**config.mk**
```make
export PLATFORM = sky130hd
export DESIGN_NAME = ttf_timer_flags
export DESIGN_NICKNAME = d
export VERILOG_FILES = /design/src/ttf_pkg.sv /design/src/ttf_event_if.sv /design/src/ttf_event_detect.sv /design/src/ttf_flag_cell.sv /design/src/ttf_timer_flags.sv
export SDC_FILE = /design/constraint.sdc
export NUM_CORES = 1
export LEC_CHECK = 0
export ABC_AREA = 1
export BUFFER_PORTS_ARGS = -buffer_cell sky130_fd_sc_hd__buf_2
export CAP_MARGIN = 20
export CORE_ASPECT_RATIO = 0.8
export CORE_MARGIN = 2
export CORE_UTILIZATION = 48
export DETAILED_ROUTE_END_ITERATION = 16
export PLACE_DENSITY = 0.82
export RECOVER_POWER = 100
export SYNTH_ARGS = -nofsm -noshare
export SYNTH_HDL_FRONTEND = slang
export SYNTH_SLANG_ARGS = --single-unit
export TNS_END_PERCENT = 1
```
**constraint.sdc**
```tcl
create_clock -name ref_clk -period 1.6 [get_ports ref_clk]
set_input_delay 0.4 -clock ref_clk [delete_from_list [all_inputs] [get_ports ref_clk]]
set_output_delay 0.4 -clock ref_clk [all_outputs]
set_load 0.02 [all_outputs]
```
**src/ttf_pkg.sv**
```systemverilog
// Shared addresses, bit positions and reset values of the timer flag block
package ttf_pkg;

	// Register addresses on the plain register port
	localparam logic [7:0] TTF_FLAG_ADDR    = 8'h35; // Event flag register
	localparam logic [7:0] TTF_ENABLE_ADDR  = 8'h6e; // Per-flag request enables
	localparam logic [7:0] TTF_LOG_ADDR     = 8'h36; // Sticky event log, read
	localparam logic [7:0] TTF_LOG_CLR_ADDR = 8'h37; // Event log clear, write
	localparam logic [7:0] TTF_LOG_EN_ADDR  = 8'h38; // Event log irq enables

	// Bit positions inside the event flag register
	localparam int TTF_WRAP_BIT    = 0; // Counter wrap flag
	localparam int TTF_MATCH_A_BIT = 1; // Channel A match flag
	localparam int TTF_MATCH_B_BIT = 2; // Channel B match flag
	localparam int TTF_WAVE_B_BIT  = 6; // Channel B waveform level mirror
	localparam int TTF_WAVE_A_BIT  = 7; // Channel A waveform level mirror

	// Number of event sources: wrap, match A, match B
	localparam int TTF_EVENTS = 3;

	// Values after reset
	localparam logic [7:0] TTF_FLAG_RESET  = 8'h00;
	localparam logic [2:0] TTF_EN_RESET    = 3'h0;
	localparam logic [7:0] TTF_RDATA_RESET = 8'h00;

	// Value returned for reserved bits and unmapped addresses
	localparam logic [7:0] TTF_READ_ZERO = 8'h00;

	// True when the counter has landed on the compare value
	function automatic logic ttf_hit(
		input logic       step,
		input logic [7:0] count,
		input logic [7:0] compare
	);
		return step && (count == compare);
	endfunction

endpackage

```
**src/ttf_event_if.sv**
```systemverilog
// Event pulses passed from the event detector to the flag logic
interface ttf_event_if;
	import ttf_pkg::*;

	logic [TTF_EVENTS-1:0] hit; // One-cycle event pulses, bit per flag

	modport src (output hit);
	modport dst (input hit);
endinterface

```
**src/ttf_event_detect.sv**
```systemverilog
// Turns counter, compare and wrap inputs into one-cycle event pulses
module ttf_event_detect
	import ttf_pkg::*;
(
	input  wire logic       ref_clk,
	input  wire logic       arst_n,
	input  wire logic [7:0] count_value,
	input  wire logic [7:0] compare_a_value,
	input  wire logic [7:0] compare_b_value,
	input  wire logic       count_step,
	input  wire logic       wrap_pulse,
	ttf_event_if.src        evt
);

	// Registered event pulses
	typedef struct packed {
		logic [TTF_EVENTS-1:0] hit;
	} ttf_det_state_t;

	ttf_det_state_t state_reg; // Current state
	ttf_det_state_t state_next; // Next state

	// Evaluate matches and wrap each cycle
	always_comb begin
		state_next = state_reg;
		state_next.hit[TTF_WRAP_BIT] = wrap_pulse;
		state_next.hit[TTF_MATCH_A_BIT] =
			ttf_hit(count_step, count_value, compare_a_value);
		state_next.hit[TTF_MATCH_B_BIT] =
			ttf_hit(count_step, count_value, compare_b_value);
	end

	// State register
	always_ff @(posedge ref_clk or negedge arst_n) begin
		if (!arst_n) begin
			state_reg <= '0;
		end else begin
			state_reg <= state_next;
		end
	end

	assign evt.hit = state_reg.hit;

endmodule

```
**src/ttf_flag_cell.sv**
```systemverilog
// One sticky flag: hardware set, two clear sources, set wins
module ttf_flag_cell (
	input  wire logic ref_clk,
	input  wire logic arst_n,
	input  wire logic set_evt,
	input  wire logic clr_sw,
	input  wire logic clr_svc,
	output logic      flag
);

	// Held flag
	typedef struct packed {
		logic flag;
	} ttf_cell_state_t;

	ttf_cell_state_t state_reg;  // Current state
	ttf_cell_state_t state_next; // Next state

	// Set takes priority so no event is lost to a clear
	always_comb begin
		state_next = state_reg;
		if (set_evt) begin
			state_next.flag = 1'b1;
		end else if (clr_sw || clr_svc) begin
			state_next.flag = 1'b0;
		end
	end

	// State register
	always_ff @(posedge ref_clk or negedge arst_n) begin
		if (!arst_n) begin
			state_reg <= '0;
		end else begin
			state_reg <= state_next;
		end
	end

	assign flag = state_reg.flag;

endmodule

```
**src/ttf_timer_flags.sv**
```systemverilog
// Timer event flag register with request logic and an event log
module ttf_timer_flags
	import ttf_pkg::*;
(
	// Clock and reset
	input  wire logic       ref_clk,
	input  wire logic       arst_n,
	// Register port
	input  wire logic [7:0] reg_addr,
	input  wire logic [7:0] reg_wdata,
	input  wire logic       reg_wr,
	input  wire logic       reg_rd,
	output logic [7:0]      reg_rdata,
	// Counter and compare values from the timer core
	input  wire logic [7:0] count_value,
	input  wire logic [7:0] compare_a_value,
	input  wire logic [7:0] compare_b_value,
	input  wire logic       count_step,
	input  wire logic       wrap_pulse,
	// Waveform levels from the waveform generator
	input  wire logic       wave_a_level,
	input  wire logic       wave_b_level,
	// Processor interrupt handling
	input  wire logic       global_irq_enable,
	input  wire logic       match_a_svc,
	input  wire logic       match_b_svc,
	input  wire logic       wrap_svc,
	output logic            match_a_irq_req,
	output logic            match_b_irq_req,
	output logic            wrap_irq_req,
	// Event log interrupt
	output logic            event_irq
);

	// ------------------------------------------------------------
	// Module state
	// ------------------------------------------------------------

	// All registers owned by this module
	typedef struct packed {
		logic [TTF_EVENTS-1:0] irq_en;  // Request enables, flag layout
		logic [TTF_EVENTS-1:0] log_en;  // Event log interrupt enables
		logic [7:0]            rdata;   // Read data, one cycle after strobe
	} ttf_top_state_t;

	ttf_top_state_t state_reg;  // Current state
	ttf_top_state_t state_next; // Next state

	// ------------------------------------------------------------
	// Internal signals
	// ------------------------------------------------------------

	ttf_event_if evt ();                  // Event pulses from the detector

	logic [TTF_EVENTS-1:0] flags;         // Event flag bits 2..0
	logic [TTF_EVENTS-1:0] log_bits;      // Sticky event log bits
	logic [TTF_EVENTS-1:0] flag_wr_clr;   // Write-one clears of flags
	logic [TTF_EVENTS-1:0] svc_clr;       // Service clears of flags
	logic [TTF_EVENTS-1:0] log_wr_clr;    // Write-one clears of the log
	logic [7:0]            flag_view;     // Flag register as read
	logic                  wr_flag;       // Write to the flag register
	logic                  wr_enable;     // Write to the enable register
	logic                  wr_log_clr;    // Write to the log clear register
	logic                  wr_log_en;     // Write to the log enable register

	// ------------------------------------------------------------
	// Event detection
	// ------------------------------------------------------------

	// Compare and wrap events become one-cycle pulses
	ttf_event_detect u_detect (
		.ref_clk         (ref_clk),
		.arst_n          (arst_n),
		.count_value     (count_value),
		.compare_a_value (compare_a_value),
		.compare_b_value (compare_b_value),
		.count_step      (count_step),
		.wrap_pulse      (wrap_pulse),
		.evt             (evt.src)
	);

	// ------------------------------------------------------------
	// Write decode
	// ------------------------------------------------------------

	// Address match for each writable register
	always_comb begin
		wr_flag    = reg_wr && (reg_addr == TTF_FLAG_ADDR);
		wr_enable  = reg_wr && (reg_addr == TTF_ENABLE_ADDR);
		wr_log_clr = reg_wr && (reg_addr == TTF_LOG_CLR_ADDR);
		wr_log_en  = reg_wr && (reg_addr == TTF_LOG_EN_ADDR);
	end

	// Only ones in the written data clear; zeros leave flags alone
	always_comb begin
		flag_wr_clr = '0;
		if (wr_flag) begin
			flag_wr_clr = reg_wdata[TTF_EVENTS-1:0];
		end
	end

	// Service acknowledges from the interrupt controller
	always_comb begin
		svc_clr = '0;
		svc_clr[TTF_WRAP_BIT]    = wrap_svc;
		svc_clr[TTF_MATCH_A_BIT] = match_a_svc;
		svc_clr[TTF_MATCH_B_BIT] = match_b_svc;
	end

	// Log clears come only through the write-only clear register
	always_comb begin
		log_wr_clr = '0;
		if (wr_log_clr) begin
			log_wr_clr = reg_wdata[TTF_EVENTS-1:0];
		end
	end

	// ------------------------------------------------------------
	// Flag and log storage
	// ------------------------------------------------------------

	// Two flag cells per event, flag and log; bit 0 wrap, 1 match A, 2 match B
	// An event in the same cycle as a clear leaves the flag set
	for (genvar i = 0; i < TTF_EVENTS; i++) begin : g_flag
		// Event flag, cleared by write-one or by service
		ttf_flag_cell u_flag (
			.ref_clk (ref_clk),
			.arst_n  (arst_n),
			.set_evt (evt.hit[i]),
			.clr_sw  (flag_wr_clr[i]),
			.clr_svc (svc_clr[i]),
			.flag    (flags[i])
		);
		// Sticky log bit, cleared only by the clear register
		ttf_flag_cell u_log (
			.ref_clk (ref_clk),
			.arst_n  (arst_n),
			.set_evt (evt.hit[i]),
			.clr_sw  (log_wr_clr[i]),
			.clr_svc (1'b0),
			.flag    (log_bits[i])
		);
	end

	// ------------------------------------------------------------
	// Read view of the flag register
	// ------------------------------------------------------------

	// Waveform mirrors on top, reserved bits zero, flags at bottom
	always_comb begin
		flag_view = TTF_READ_ZERO;
		flag_view[TTF_WAVE_A_BIT] = wave_a_level;
		flag_view[TTF_WAVE_B_BIT] = wave_b_level;
		flag_view[TTF_EVENTS-1:0] = flags;
	end

	// ------------------------------------------------------------
	// Register next state
	// ------------------------------------------------------------

	// Enables, log enables and the read data register
	always_comb begin
		state_next = state_reg;

		// Request enable register, upper bits ignored
		if (wr_enable) begin
			state_next.irq_en = reg_wdata[TTF_EVENTS-1:0];
		end

		// Event log enable register
		if (wr_log_en) begin
			state_next.log_en = reg_wdata[TTF_EVENTS-1:0];
		end

		// Read data holds only in the cycle after a read strobe
		state_next.rdata = TTF_READ_ZERO;
		if (reg_rd) begin
			case (reg_addr)
				// Flag register with live waveform mirrors
				TTF_FLAG_ADDR: begin
					state_next.rdata = flag_view;
				end
				// Enable register reads back
				TTF_ENABLE_ADDR: begin
					state_next.rdata[TTF_EVENTS-1:0] = state_reg.irq_en;
				end
				// Sticky event log
				TTF_LOG_ADDR: begin
					state_next.rdata[TTF_EVENTS-1:0] = log_bits;
				end
				// Log enable register reads back
				TTF_LOG_EN_ADDR: begin
					state_next.rdata[TTF_EVENTS-1:0] = state_reg.log_en;
				end
				// Clear register and unmapped addresses read zero
				default: begin
					state_next.rdata = TTF_READ_ZERO;
				end
			endcase
		end
	end

	// ------------------------------------------------------------
	// State register
	// ------------------------------------------------------------

	// All control state returns to zero on reset
	always_ff @(posedge ref_clk or negedge arst_n) begin
		if (!arst_n) begin
			state_reg.irq_en <= TTF_EN_RESET;
			state_reg.log_en <= TTF_EN_RESET;
			state_reg.rdata  <= TTF_RDATA_RESET;
		end else begin
			state_reg <= state_next;
		end
	end

	// ------------------------------------------------------------
	// Outputs
	// ------------------------------------------------------------

	// Registered read data
	assign reg_rdata = state_reg.rdata;

	// Requests need flag, its enable and the global interrupt flag
	// Software must read the waveform mirror before routing the pin;
	// this block only exposes the level for that purpose
	always_comb begin
		wrap_irq_req = flags[TTF_WRAP_BIT]
			&& state_reg.irq_en[TTF_WRAP_BIT]
			&& global_irq_enable;
		match_a_irq_req = flags[TTF_MATCH_A_BIT]
			&& state_reg.irq_en[TTF_MATCH_A_BIT]
			&& global_irq_enable;
		match_b_irq_req = flags[TTF_MATCH_B_BIT]
			&& state_reg.irq_en[TTF_MATCH_B_BIT]
			&& global_irq_enable;
	end

	// Level interrupt while any enabled log bit is set
	assign event_irq = |(log_bits & state_reg.log_en);

endmodule
```
==> impl_metrics.tcl <==
set metrics [dict create \
    status "complete, no violations" \
    antenna_cells 0 \
    rsz0062_at_grt "no" \
    postLayoutCellArea_sq_um 1600 \
    layout_commonest_cell "nand2_1" \
    drv_cap 0 \
    hold_viol 0 \
    dp_hpwl_mm 2.33 \
    ys_seq_area_share_pct 37.3 \
    hold_buffers 0 \
    period_share_pct 93.7 \
    die_area_sq_um 3240 \
    grt_max_degree 21 \
    power.internal_mw 0.739 \
    netlist_instances 200 \
    synthTopCellsByArea "dfrtp_1 37%, nand2_1 16%, nor2_1 8.7%, inv_1 8.1%, nand3_1 6.0%" \
    area_delta_synth_final_pct 19.1 \
    die_x_um 63.1 \
    wirelength_mm 2.71 \
    coreArea_sq_um 2700 \
    avgSynthCellArea_sq_um 6.71 \
    antenna_found_initial 0 \
    clockBufferDepth 2 \
    synth_compound_area_share_pct 5.88 \
    worst_clock_skew_ps 0.997 \
    grt_pass1_vias 1184 \
    p_sw_mw 0.263 \
    irDropWorstVdd_v 0.000497 \
    p_leak_nw 0.886 \
    cp-end-kind "output port" \
    synth_top_family_by_area "simple AND/OR/NAND/NOR gates" \
    drive_gt1_share_pct 20.6 \
    post_cts_buffers 0 \
    clk_pin_slew_ps 100 \
    postPlaceCellArea_sq_um 1610 \
    htreeDepth 1 \
    drtAntennaViolNets 0 \
    cp_num_buf_inv 1 \
    yosysTopAreaCell "dfrtp_1" \
    p_comb_share_pct 18.9 \
    cts-root-buf "clkbuf_4" \
    period_needed_ps 1500 \
    most-common-layout-cells "60 x nand2_1, 43 x buf_2, 36 x nor2_1" \
    ctsResizeCount 0 \
    hp-class "in -> reg" \
    grt_overflow 0 \
    final_max_slew_viol_count 0 \
    crit_family "flip-flops" \
    vias 1341 \
    drtIter0Drc 67 \
    max_freq_mhz 667 \
    crit_required_ps 1200 \
    pwr-share-clk_pct 28.2 \
    pwr-share-seq_pct 52.8 \
    synth-simple-area-share_pct 39.7 \
    startpoint_type "flip-flop" \
    cts_tree "done" \
    clkLatencyLatePin_ps 290 \
    path_class "reg -> out" \
    slowest_delay_ps 410 \
    nNetsFinal 306 \
    syn_area_sq_um 1340 \
    synth_mux_area_share_pct 0 \
    grt_pass1_wl_mm 4.69 \
    largest_reg_flops 6 \
    start_util_pct 49.7 \
    synth-seq-cells 20 \
    drc 0 \
    routed_via_density 4.61 \
    hold_ws_ps 203 \
    io_pins 64 \
    crit_chain "nand2_1 > nor2_1 > clkbuf_1" \
    synth_top_area_share_pct 37.3 \
    yosysWarnings 0 \
    crit_slowest_cell "dfrtp_1" \
    numCtsBuffers 3 \
    first_pass_iters 4 \
    switching_share_pct 26.3 \
    routedWlPerCell_um 9.31 \
    portBuffers 55 \
    path_max_fanout 3 \
    yosysUniqueCellTypes 21 \
    fin_tns_setup_ps 0 \
    synth_xor_area_share_pct 3.92 \
    worst_pin_slew_ps 1000 \
    die_y_um 51.3 \
    cp.arrival_ps 1100 \
    rows 17 \
    setup_violations 0 \
    grt_usage_pct 18.2 \
    synthAdderAreaFrac_pct 0 \
    place_congestion 0.813 \
    power_density_nw_per_um2 627 \
    max_slew_margin_pct 33.0 \
    clock-sinks 20 \
]
## synthesized netlist by cell type, drive strengths merged
cell,instances
nor3b,2
o21ai,12
nand2,63
o22ai,3
nand3,16
inv,30
buf,8
nor2,36
conb,1
xnor2,5
nand4,2
dfrtp,20
xor2,1
nor3,1
## worst paths after layout
| check | endpoint | cells after the start | slack [ps] | from |
|---|---|---|---|---|
| max in group asynchronous | g_flag[1].u_flag.flag | 1 | 760 | arst_n |
| worst min-delay path | u_detect.evt.hit[0] | 1 | 200 | wrap_pulse |
| min in group asynchronous | reg_rdata[7] | 1 | 240 | arst_n |
| worst max register to register | reg_rdata[0] | 4 | 770 | g_flag[0].u_flag.flag |
| worst max-delay path | wrap_irq_req | 3 | 100 | g_flag[0].u_flag.flag |
| worst min register to register | g_flag[0].u_log.flag | 2 | 460 | u_detect.evt.hit[0] |
## per-layer routing
metal  vias up  GRT usage (%)  share of wire, %
met5         -              0                 0
met4         0           3.33              0.66
li1        710              -                 -
met2        44           31.7                47
met1       585           23.4                45
met3         2           4.41               6.8
## cell type report
class | count | area, sq um
fill | 277 | 1100
multi-input combinational | 144 | 639
sequential | 20 | 500
timing repair buffer | 55 | 262
inverter | 30 | 113
tap | 38 | 47.5
clock buffer | 4 | 36.3
## cells by family after synthesis
kind of cell | count (synthesis)
xor gates and xnor gates | 6
buffers and inverters | 38
DFF | 20
other | 1
and+or+nand+nor | 120
AOI/OAI and AO/OA | 15
## power by group through the flow
stage,combinational (mW),sequential [mW],clock (mW)
CTS,0.200,0.529,0.297
finish,0.190,0.529,0.283
floorplan,0.110,0.536,0
detailed placement,0.200,0.539,0
global route,0.218,0.531,0.324
global placement,0.196,0.538,0
## metrics by stage
stage / setup slack [ps] / instances / utilization, % / total power, mW
finish: 100 / 291 / 59.1 / 1.00
detailed placement: 171 / 287 / 59.7 / 0.739
global route: 40.0 / 291 / 59.1 / 1.07
CTS: 159 / 291 / 61.0 / 1.03
global placement: 177 / 287 / 59.7 / 0.734
floorplan: 449 / 202 / - / 0.645
## worst reg2reg max path: stages, from the launching register on
cell     delay (ps)
dfrtp_1         430
nand3_1          90
nand2_1          60
nor2_1          100
nor2_1           50
No activity file was read; power rests on OpenSTA's default activity.
